[src/rre_pkg.sv]
// Package: constants, register map and carrier types of the return and rotate core
package rre_pkg;
   // Datapath widths
   localparam int PC_W = 21;
   localparam int ST_W = 5;
   localparam int BANK_W = 4;
   localparam int FA_W = 12;
   // Status flag positions
   localparam int ST_C = 0;
   localparam int ST_Z = 2;
   localparam int ST_N = 4;
   // Interrupt enable positions
   localparam int IE_HIGH = 7;
   localparam int IE_LOW = 6;
   // Control and execution status positions
   localparam int CTRL_EXT = 0;
   localparam int CTRL_LOWLVL = 1;
   localparam int XS_BUSY = 0;
   localparam int XS_ILL = 1;
   // Register byte offsets
   localparam logic [7:0] OFS_CTRL = 8'h00;
   localparam logic [7:0] OFS_INSTR = 8'h04;
   localparam logic [7:0] OFS_W = 8'h08;
   localparam logic [7:0] OFS_STATUS = 8'h0C;
   localparam logic [7:0] OFS_BANK = 8'h10;
   localparam logic [7:0] OFS_WSHAD = 8'h14;
   localparam logic [7:0] OFS_STSHAD = 8'h18;
   localparam logic [7:0] OFS_BKSHAD = 8'h1C;
   localparam logic [7:0] OFS_PC = 8'h20;
   localparam logic [7:0] OFS_INTEN = 8'h24;
   localparam logic [7:0] OFS_LATCH = 8'h28;
   localparam logic [7:0] OFS_FSR2 = 8'h2C;
   localparam logic [7:0] OFS_XSTAT = 8'h30;
   // Opcode patterns
   localparam logic [15:0] OPC_RET_MASK = 16'hFFFE;
   localparam logic [15:0] OPC_INT_RET = 16'h0010;
   localparam logic [15:0] OPC_RETURN = 16'h0012;
   localparam logic [7:0] OPC_LIT_RET_HI = 8'h0C;
   localparam logic [5:0] OPC_ROT_HI = 6'h0D;
   // Indexed literal offset and access bank split
   localparam logic [7:0] ACC_LIMIT = 8'h5F;
   localparam logic [3:0] ACC_HI_BANK = 4'hF;
   // Quarter phases
   localparam logic [1:0] Q1_IDX = 2'h0;
   localparam logic [1:0] Q2_IDX = 2'h1;
   localparam logic [1:0] Q4_IDX = 2'h3;
   // Reset values
   localparam logic [7:0] RST_BYTE = 8'h00;
   localparam logic [PC_W-1:0] RST_PC = 21'h000000;
   // Types
   typedef enum logic [1:0] {RRE_IDLE, RRE_CYC1, RRE_CYC2} rre_state_t;
   typedef enum logic [2:0] {K_NONE, K_INT_RET, K_RETURN, K_LIT_RET, K_ROT} rre_kind_t;
   typedef struct packed {
      rre_kind_t kind;
      logic s;
      logic d;
      logic a;
      logic [7:0] lit;
   } rre_dec_t;
   typedef struct packed {
      logic [7:0] result;
      logic carry;
      logic neg;
      logic zero;
   } rre_rot_t;
endpackage : rre_pkg

[src/rre_qphase.sv]
// Quarter phase divider of the instruction cycle
`timescale 1ns/1ps
module rre_qphase (
   // Clock and reset
   input wire logic hclk,
   input wire logic hresetn,
   // Phase outputs
   output logic [1:0] q_idx,
   output logic q_last
);
   import rre_pkg::*;

   // Free running phase counter, last phase flagged
   always_ff @(posedge hclk or negedge hresetn) begin
      if (!hresetn) begin
         q_idx <= Q1_IDX;
      end else begin
         q_idx <= q_idx + 2'h1;
      end
   end

   assign q_last = (q_idx == Q4_IDX);
endmodule : rre_qphase

[src/rre_rotate.sv]
// Rotate through carry datapath and file address selection
`timescale 1ns/1ps
module rre_rotate (
   // Operand side
   input wire logic [7:0] operand,
   input wire logic carry_in,
   // Addressing side
   input wire logic [7:0] f_addr,
   input wire logic a_bit,
   input wire logic ext_en,
   input wire logic [rre_pkg::BANK_W-1:0] bank_sel,
   input wire logic [rre_pkg::FA_W-1:0] fsr2,
   // Results
   output rre_pkg::rre_rot_t rot,
   output logic [rre_pkg::FA_W-1:0] eff_addr
);
   import rre_pkg::*;

   // Shift up, old carry into bit 0, bit 7 out to carry
   always_comb begin
      rot.result = {operand[6:0], carry_in};
      rot.carry = operand[7];
      rot.neg = operand[6];
      rot.zero = ({operand[6:0], carry_in} == 8'h00);
   end

   // Banked, indexed or access bank address
   always_comb begin
      if (a_bit) begin
         eff_addr = {bank_sel, f_addr};
      end else if (ext_en && (f_addr <= ACC_LIMIT)) begin
         eff_addr = fsr2 + {4'h0, f_addr};
      end else if (f_addr <= ACC_LIMIT) begin
         eff_addr = {4'h0, f_addr};
      end else begin
         eff_addr = {ACC_HI_BANK, f_addr};
      end
   end
endmodule : rre_rotate

[src/rre_core.sv]
// Return and rotate execution core with AHB-Lite register slave
`timescale 1ns/1ps
//
// Contract
// - interrupt return pops stack into PC, two cycles
// - interrupt return sets high or low global enable
// - shadow flag set restores W, status, bank select
// - returns never touch the PC latch registers
// - literal return loads W, pops PC, two cycles
// - literal return acts in fourth phase, cycle one
// - subroutine return pops stack into PC, two cycles
// - subroutine return restores shadows when flag set
// - rotate left through carry, update C N Z
// - destination bit picks W or file register
// - bank bit picks access bank or banked register
// - extended set indexes literal offset below 60h
module rre_core (
   // Clock and reset
   input wire logic hclk,
   input wire logic hresetn,
   // AHB-Lite slave
   input wire logic hsel,
   input wire logic [31:0] haddr,
   input wire logic [1:0] htrans,
   input wire logic hwrite,
   input wire logic [2:0] hsize,
   input wire logic [31:0] hwdata,
   input wire logic hready,
   output logic [31:0] hrdata,
   output logic hreadyout,
   output logic hresp,
   // Return stack
   input wire logic [rre_pkg::PC_W-1:0] stack_top_entry,
   output logic stack_pop,
   output logic refetch,
   // File register port
   output logic [rre_pkg::FA_W-1:0] file_addr,
   output logic [7:0] file_wdata,
   output logic file_we,
   input wire logic [7:0] file_rdata
);
   import rre_pkg::*;

   logic [1:0] q_idx;
   logic q_last;
   rre_rot_t rot;
   logic [FA_W-1:0] eff_addr;
   logic [7:0] addr_reg;
   logic wr_pend_reg, rd_pend_reg;
   logic [31:0] rd_val;
   logic [1:0] ctrl_reg;
   logic [15:0] instr_reg;
   logic pend_reg, ill_reg;
   rre_state_t state_reg;
   rre_dec_t dec_reg, dec_next;
   logic [7:0] w_reg, wshad_reg, operand_reg, inten_reg, pch_latch_reg;
   logic [ST_W-1:0] status_reg, stshad_reg;
   logic [BANK_W-1:0] bank_reg, bkshad_reg;
   logic [4:0] pcu_latch_reg;
   logic [PC_W-1:0] pc_reg;
   logic [FA_W-1:0] fsr2_reg;
   logic busy, act, is_ret, restore, ill_set;
   logic bus_wr_instr;

   rre_qphase u_qphase (
      .hclk(hclk),
      .hresetn(hresetn),
      .q_idx(q_idx),
      .q_last(q_last)
   );

   rre_rotate u_rotate (
      .operand(operand_reg),
      .carry_in(status_reg[ST_C]),
      .f_addr(dec_reg.lit),
      .a_bit(dec_reg.a),
      .ext_en(ctrl_reg[CTRL_EXT]),
      .bank_sel(bank_reg),
      .fsr2(fsr2_reg),
      .rot(rot),
      .eff_addr(eff_addr)
   );

   // Bus address phase capture, one wait state on reads
   always_ff @(posedge hclk or negedge hresetn) begin
      if (!hresetn) begin
         addr_reg <= RST_BYTE;
         wr_pend_reg <= 1'b0;
         rd_pend_reg <= 1'b0;
         hreadyout <= 1'b1;
         hresp <= 1'b0;
      end else begin
         hresp <= 1'b0;
         if (hsel && htrans[1] && hready) begin
            addr_reg <= haddr[7:0];
            wr_pend_reg <= hwrite;
            rd_pend_reg <= !hwrite;
            hreadyout <= hwrite;
         end else begin
            wr_pend_reg <= 1'b0;
            rd_pend_reg <= 1'b0;
            hreadyout <= 1'b1;
         end
      end
   end

   // Read mux, unmapped reads as zero
   always_comb begin
      case (addr_reg)
         OFS_CTRL: rd_val = {30'h0, ctrl_reg};
         OFS_INSTR: rd_val = {16'h0, instr_reg};
         OFS_W: rd_val = {24'h0, w_reg};
         OFS_STATUS: rd_val = {27'h0, status_reg};
         OFS_BANK: rd_val = {28'h0, bank_reg};
         OFS_WSHAD: rd_val = {24'h0, wshad_reg};
         OFS_STSHAD: rd_val = {27'h0, stshad_reg};
         OFS_BKSHAD: rd_val = {28'h0, bkshad_reg};
         OFS_PC: rd_val = {11'h0, pc_reg};
         OFS_INTEN: rd_val = {24'h0, inten_reg};
         OFS_LATCH: rd_val = {19'h0, pcu_latch_reg, pch_latch_reg};
         OFS_FSR2: rd_val = {20'h0, fsr2_reg};
         OFS_XSTAT: rd_val = {30'h0, ill_reg, busy};
         default: rd_val = 32'h0;
      endcase
   end

   // Read data, loaded in the wait state
   always_ff @(posedge hclk or negedge hresetn) begin
      if (!hresetn) begin
         hrdata <= 32'h0;
      end else if (rd_pend_reg) begin
         hrdata <= rd_val;
      end
   end

   // Opcode decode
   always_comb begin
      dec_next = '{kind: K_NONE, s: instr_reg[0], d: instr_reg[9], a: instr_reg[8],
                   lit: instr_reg[7:0]};
      if ((instr_reg & OPC_RET_MASK) == OPC_INT_RET) begin
         dec_next.kind = K_INT_RET;
      end else if ((instr_reg & OPC_RET_MASK) == OPC_RETURN) begin
         dec_next.kind = K_RETURN;
      end else if (instr_reg[15:8] == OPC_LIT_RET_HI) begin
         dec_next.kind = K_LIT_RET;
      end else if (instr_reg[15:10] == OPC_ROT_HI) begin
         dec_next.kind = K_ROT;
      end
   end

   assign busy = pend_reg || (state_reg != RRE_IDLE);
   assign bus_wr_instr = wr_pend_reg && (addr_reg == OFS_INSTR) && !busy;
   assign act = (state_reg == RRE_CYC1) && (q_idx == Q4_IDX);
   assign is_ret = (dec_reg.kind == K_INT_RET) || (dec_reg.kind == K_RETURN)
                   || (dec_reg.kind == K_LIT_RET);
   assign restore = act && dec_reg.s
                    && ((dec_reg.kind == K_INT_RET) || (dec_reg.kind == K_RETURN));
   assign ill_set = act && (dec_reg.kind == K_NONE);

   // Instruction word and start request
   always_ff @(posedge hclk or negedge hresetn) begin
      if (!hresetn) begin
         instr_reg <= 16'h0000;
         pend_reg <= 1'b0;
      end else if (bus_wr_instr) begin
         instr_reg <= hwdata[15:0];
         pend_reg <= 1'b1;
      end else if (pend_reg && q_last) begin
         pend_reg <= 1'b0;
      end
   end

   // Cycle sequencer: returns take two cycles, rotate one
   always_ff @(posedge hclk or negedge hresetn) begin
      if (!hresetn) begin
         state_reg <= RRE_IDLE;
         dec_reg <= '0;
      end else begin
         case (state_reg)
            RRE_IDLE: begin
               if (pend_reg && q_last) begin
                  state_reg <= RRE_CYC1;
                  dec_reg <= dec_next;
               end
            end
            RRE_CYC1: begin
               if (q_last) begin
                  state_reg <= is_ret ? RRE_CYC2 : RRE_IDLE;
               end
            end
            RRE_CYC2: begin
               if (q_last) begin
                  state_reg <= RRE_IDLE;
               end
            end
            default: state_reg <= RRE_IDLE;
         endcase
      end
   end

   // File access: address in Q1, read in Q2, write strobe one clock after Q4
   always_ff @(posedge hclk or negedge hresetn) begin
      if (!hresetn) begin
         file_addr <= 12'h000;
         operand_reg <= RST_BYTE;
         file_wdata <= RST_BYTE;
         file_we <= 1'b0;
      end else begin
         if ((state_reg == RRE_CYC1) && (q_idx == Q1_IDX)) begin
            file_addr <= eff_addr;
         end
         if ((state_reg == RRE_CYC1) && (q_idx == Q2_IDX)) begin
            operand_reg <= file_rdata;
         end
         file_we <= act && (dec_reg.kind == K_ROT) && dec_reg.d;
         file_wdata <= rot.result;
      end
   end

   // Stack pop and prefetch discard pulses
   always_ff @(posedge hclk or negedge hresetn) begin
      if (!hresetn) begin
         stack_pop <= 1'b0;
         refetch <= 1'b0;
      end else begin
         stack_pop <= act && is_ret;
         refetch <= (state_reg == RRE_CYC1) && q_last && is_ret;
      end
   end

   // Program counter
   always_ff @(posedge hclk or negedge hresetn) begin
      if (!hresetn) begin
         pc_reg <= RST_PC;
      end else if (act && is_ret) begin
         pc_reg <= stack_top_entry;
      end else if (wr_pend_reg && (addr_reg == OFS_PC)) begin
         pc_reg <= hwdata[PC_W-1:0];
      end
   end

   // Working register
   always_ff @(posedge hclk or negedge hresetn) begin
      if (!hresetn) begin
         w_reg <= RST_BYTE;
      end else if (act && (dec_reg.kind == K_LIT_RET)) begin
         w_reg <= dec_reg.lit;
      end else if (restore) begin
         w_reg <= wshad_reg;
      end else if (act && (dec_reg.kind == K_ROT) && !dec_reg.d) begin
         w_reg <= rot.result;
      end else if (wr_pend_reg && (addr_reg == OFS_W)) begin
         w_reg <= hwdata[7:0];
      end
   end

   // Status flags
   always_ff @(posedge hclk or negedge hresetn) begin
      if (!hresetn) begin
         status_reg <= 5'h00;
      end else if (restore) begin
         status_reg <= stshad_reg;
      end else if (act && (dec_reg.kind == K_ROT)) begin
         status_reg[ST_C] <= rot.carry;
         status_reg[ST_N] <= rot.neg;
         status_reg[ST_Z] <= rot.zero;
      end else if (wr_pend_reg && (addr_reg == OFS_STATUS)) begin
         status_reg <= hwdata[ST_W-1:0];
      end
   end

   // Bank select
   always_ff @(posedge hclk or negedge hresetn) begin
      if (!hresetn) begin
         bank_reg <= 4'h0;
      end else if (restore) begin
         bank_reg <= bkshad_reg;
      end else if (wr_pend_reg && (addr_reg == OFS_BANK)) begin
         bank_reg <= hwdata[BANK_W-1:0];
      end
   end

   // Global interrupt enables, re-armed by interrupt return
   always_ff @(posedge hclk or negedge hresetn) begin
      if (!hresetn) begin
         inten_reg <= RST_BYTE;
      end else if (act && (dec_reg.kind == K_INT_RET)) begin
         if (ctrl_reg[CTRL_LOWLVL]) begin
            inten_reg[IE_LOW] <= 1'b1;
         end else begin
            inten_reg[IE_HIGH] <= 1'b1;
         end
      end else if (wr_pend_reg && (addr_reg == OFS_INTEN)) begin
         inten_reg <= hwdata[7:0];
      end
   end

   // Software-only registers; the PC latches stay out of every return
   always_ff @(posedge hclk or negedge hresetn) begin
      if (!hresetn) begin
         ctrl_reg <= 2'h0;
         wshad_reg <= RST_BYTE;
         stshad_reg <= 5'h00;
         bkshad_reg <= 4'h0;
         pcu_latch_reg <= 5'h00;
         pch_latch_reg <= RST_BYTE;
         fsr2_reg <= 12'h000;
      end else if (wr_pend_reg) begin
         case (addr_reg)
            OFS_CTRL: ctrl_reg <= hwdata[1:0];
            OFS_WSHAD: wshad_reg <= hwdata[7:0];
            OFS_STSHAD: stshad_reg <= hwdata[ST_W-1:0];
            OFS_BKSHAD: bkshad_reg <= hwdata[BANK_W-1:0];
            OFS_LATCH: {pcu_latch_reg, pch_latch_reg} <= hwdata[12:0];
            OFS_FSR2: fsr2_reg <= hwdata[FA_W-1:0];
            default: ;
         endcase
      end
   end

   // Unknown opcode flag, write one to clear, set wins
   always_ff @(posedge hclk or negedge hresetn) begin
      if (!hresetn) begin
         ill_reg <= 1'b0;
      end else if (ill_set) begin
         ill_reg <= 1'b1;
      end else if (wr_pend_reg && (addr_reg == OFS_XSTAT) && hwdata[XS_ILL]) begin
         ill_reg <= 1'b0;
      end
   end
endmodule : rre_core

[config.mk]
export PLATFORM = sky130hd
export DESIGN_NAME = rre_core
export DESIGN_NICKNAME = d
export VERILOG_FILES = /design/src/rre_pkg.sv /design/src/rre_qphase.sv /design/src/rre_rotate.sv /design/src/rre_core.sv
export SDC_FILE = /design/constraint.sdc
export NUM_CORES = 1
export LEC_CHECK = 0
export BUFFER_PORTS_ARGS = -buffer_cell sky130_fd_sc_hd__buf_2
export CORE_MARGIN = 3
export CORE_UTILIZATION = 25
export DETAILED_ROUTE_END_ITERATION = 10
export PLACE_DENSITY = 0.51
export SLEW_MARGIN = 40
export SYNTH_ARGS = -nofsm -noshare
export SYNTH_HDL_FRONTEND = slang
export SYNTH_SLANG_ARGS = --single-unit
export TNS_END_PERCENT = 5
[constraint.sdc]
create_clock -name hclk -period 2.3 [get_ports hclk]
set_input_delay 0.23 -clock hclk [delete_from_list [all_inputs] [get_ports hclk]]
set_output_delay 0.23 -clock hclk [all_outputs]
set_load 0.02 [all_outputs]
==> flow_results.org <==
** Routing
- The detailed router finished its first iteration with 460 violations.
- Post-detailed-route DRC marker count :: 0
- Aggregate routed wire length :: 27800 microns
- Antenna-violating nets left :: 0
- Count of TritonRoute iterations in the first routing pass :: 5
- After detailed routing, the number of vias per cell comes to 4.79.
- Vias post-DR :: 6830
- Dividing the detail-routed wire length by the instance count gives ~20 microns.

** Synth
- Area leader, netlist :: sky130_fd_sc_hd__dfrtp_1
- Synthesized cell area :: about 9000 sq um
- Largest cells by area after synthesis :: sky130_fd_sc_hd__dfrtp_1, sky130_fd_sc_hd__mux2_2, sky130_fd_sc_hd__mux2i_1, sky130_fd_sc_hd__o21ai_0, sky130_fd_sc_hd__nand2_1
- The most used flip-flop cell after synthesis is sky130_fd_sc_hd__dfrtp_1.
- For this run, the number of Yosys warnings is 0.
- The netlist uses 71 different library cells.
- For this run, asynchronously set or reset flops after synthesis account for 100%.
- EDFF count, synth :: 0
- In this run the mean area of a mapped cell was 11.4 sq um.
- Seq/Total Area, Yosys :: 51.3%
- In this run the biggest area consumer among cell types represents about half of the synthesized area.
- After technology mapping, the gate count stands at ~800.
- The synthesized design contains between 150 and 200 register bits.

** Worst setup path
- Worst Setup Start Kind :: flop
- Delay-heaviest family, CP :: compound AO/OA/AOI/OAI gates
- Bufs and invs on worst path :: 1
- Walking the worst path, the cells encountered are ha_1 -> inv_1 -> fa_1 -> nor2b_2 -> o2111ai_1 -> a41oi_2 -> o211ai_1 -> xor2_1 -> o31ai_1.
- Crit-path slowest cell :: sky130_fd_sc_hd__dfrtp_1
- Along the worst path, the maximum fanout reaches 3.
- Data on the critical path is required at its endpoint by ~2.6 ns.
- Type of destination of the critical path :: flop
- STA puts the critical path data arrival time at 2.52 ns.
- Max stage delay on crit path :: around 0.40 ns
- Classification of the worst setup path :: flop to flop

** Placed design
- DP HPWL :: 20800 microns
- Placer Congestion :: roughly 0.9
- Input and output buffers added on the ports amount to 108.

** Cells and area
- 0 antenna diodes ended up in the layout.
- Area grow syn2layout :: 22.2%
- Cells with a size suffix above 1 make up 33.3% of the layout.
- Fill cells in the final layout number 3714.
- For this run, the post-layout net count is 1067.

** Global route
- Tot GR Track Use :: between 10 and 15%
- Global routing finished with a remaining overflow of 0.
- Vias in the first global route :: around 6800
- The first global-routing pass estimated 42200 microns of wire.
- Initial antenna violation count :: 0
- Entering global routing, the biggest net connects a little under 60 pins.

** Timing
- Based on the critical path, the design can be clocked at up to 460 MHz.
- Pin slew with the least headroom to its limit :: 0.759 ns
- Setup Skew :: 0.0106 ns
- Final setup fails :: 0
- Post-route setup TNS :: 0 ns
- Fin. Hold Viols :: 0
- Tcrit/Tclk final :: 94.5%
- Number of slew-limit violations in the final report :: 0
- Min cycle time layout :: 2.17 ns
- The worst pin sits at a relative slew slack of 49.4%.

** Pwr
- Power spread over the standard cell area amounts to 678 nW/um^2.
- For this design the static power due to leakage is 4.91 nW.
- Of the total power, the share spent switching nets is 27.8%.
- Across the VDD grid, the largest voltage drop is 0.546 mV.
- Share of power burned in combinational logic :: between 10% and 20%
- Clock group share of total power :: a little under two fifths
- Net switching power of the design :: 2.10 mW
- Cell internal pwr :: 5.45 mW
- Total power for the finished layout comes to 7.55 mW.
- In this run, flip-flops and latches consume 48.7% of the power.

** Worst hold path
- The path class of the tightest hold or removal check is primary input to flop.

** Clock tree
- Counting along the longest clock path gives a buffer depth of 2.
- Clock tree synthesis selected as its root buffer the cell sky130_fd_sc_hd__clkbuf_16.
- Clock latency on the worst-skew pair, taken at its later pin, is 0.44 ns.
- The H-tree was split into 4 levels.
- TritonCTS built the clock tree.
- After clock tree synthesis, the clock-pin slew on the worst setup and hold paths is ~0.07 ns.
- Inserted Clock Buffers :: 17
- The tree built by TritonCTS fans out to 187 sinks.

** Floorplanning
- The initial utilization of the core area, before any placement, comes to 25.5%.
- The die is 197 microns tall.
- The die covers 38800 sq um.
- Top Ports :: 160
- Area of the placeable core :: 35700 sq um
- The floorplan has 69 rows.
- The die is 197 microns wide.

** Status
- Run status :: complete, no violations

** Flow run
- The tool flagged a number of max-cap violations equal to 0.
## cells in the final DEF, fill, tap and decap left out, types with 9 or more instances in the layout
cell	count
sky130_fd_sc_hd__a21oi_1	26
sky130_fd_sc_hd__a22o_1	11
sky130_fd_sc_hd__a22oi_1	18
sky130_fd_sc_hd__buf_2	107
sky130_fd_sc_hd__buf_4	53
sky130_fd_sc_hd__clkbuf_16	17
sky130_fd_sc_hd__conb_1	12
sky130_fd_sc_hd__dfrtp_1	186
sky130_fd_sc_hd__ha_1	10
sky130_fd_sc_hd__inv_1	34
sky130_fd_sc_hd__mux2_2	86
sky130_fd_sc_hd__mux2_4	9
sky130_fd_sc_hd__mux2i_1	37
sky130_fd_sc_hd__nand2_1	65
sky130_fd_sc_hd__nand3_1	17
sky130_fd_sc_hd__nor2_1	34
sky130_fd_sc_hd__o21ai_0	56
sky130_fd_sc_hd__o22ai_1	16
## kinds of logic after synthesis
logic type,Yosys count,synth area share (%)
xor+xnor,6,0.576
fa+ha+maj,12,1.73
compound gates,184,13.0
simple gates,188,11.4
mux,140,17.5
flops,187,51.3
other cells,1,0.0411
buf+inv,84,4.43
## timing repair
action,4_1_cts,5_1_grt
endpoints found under the setup margin,1,10
buffers inserted,0,0
hold buffers,2,0
pin swaps,0,1
endpoints found under the hold margin,32,0
resized for setup,2,5
## synthesized netlist by cell type (all sizes together) (2+ instances only)
master and number:
mux4 3, a211oi 5, a21oi 28, nor2b 9, ha 11, a32oi 2, o22ai 16, buf 25
o21ai 63, a222oi 5, nand4 6, nand2b 5, nor4b 6, a22o 11, inv 35, xor2 4
nand2 66, nor2 41, a31oi 5, a21o 7, mux2 100, and3 6, mux2i 37, clkbuf 24
o31ai 3, nand3 19, or4 3, nand3b 6, and2 4, o2111ai 3, dfrtp 186, xnor2 2
a22oi 18, a221oi 7, nor3 6, nor4 6, or4b 2, a221o 2
## power groups by stage
stage	clock network, mW	logic (mW)	registers (mW)
after detailed placement	0	1.04	3.74
final	2.84	1.04	3.68
after global routing	3.06	1.13	3.71
after floorplan	0	0.576	3.70
after global placement	0	1.03	3.74
after CTS	2.92	1.04	3.68
## layer usage
layer | share of wire, % | track usage, % | routed length [microns]
met5 | 0 | 0 | 0
met3 | 4.0 | 2.63 | 1100
met1 | 45 | 19.3 | 12500
met4 | 2.3 | 4.73 | 626
met2 | 49 | 23.6 | 13500
## area by class of cell
type                            instances  area, sq um  share of cell area [%]
Sequential cell                       187         4680                    42.0
Multi-Input combinational cell        542         4120                    37.0
Timing Repair Buffer                  169         1090                    9.78
Tap cell                              461          577                    5.18
Clock buffer                           20          437                    3.92
Inverter                               35          131                    1.18
Clock inverter                         11          111                   0.999
## worst paths after layout
path | depth (start not counted) | start | slack, ns | to
worst max register to register | 9 | fsr2_reg[0]$_DFFE_PN0P_ | 0.13 | file_addr[10]$_DFFE_PN0P_
worst max-delay path | 9 | fsr2_reg[0]$_DFFE_PN0P_ | 0.13 | file_addr[10]$_DFFE_PN0P_
max in group asynchronous | 3 | hresetn | 1.30 | wshad_reg[0]$_DFFE_PN0P_
min in group asynchronous | 2 | hresetn | 0.27 | hrdata[8]$_DFFE_PN0P_
worst min register to register | 0 | operand_reg[0]$_DFFE_PN0P_ | 0.44 | file_wdata[1]$_DFF_PN0_
worst min-delay path | 2 | haddr[1] | 0.02 | addr_reg[1]$_DFFE_PN0P_
## per-stage QoR
| stage | setup slack (ns) | hold slack, ns | util [%] | instance area, sq um | cells |
|---|---|---|---|---|---|
| floorplan | 0.201 | -0.0656 | - | 9160 | 813 |
| global placement | -0.0442 | 0.169 | 29.4 | 10500 | 1390 |
| detailed placement | -0.0629 | 0.171 | 29.5 | 10600 | 1392 |
| CTS | 0.0316 | 0.00599 | 31.1 | 11100 | 1425 |
| global route | -0.0151 | 0.0128 | 31.2 | 11100 | 1425 |
| finish | 0.127 | 0.0243 | 31.2 | 11100 | 1425 |
Power figures use the tool's default switching activity.
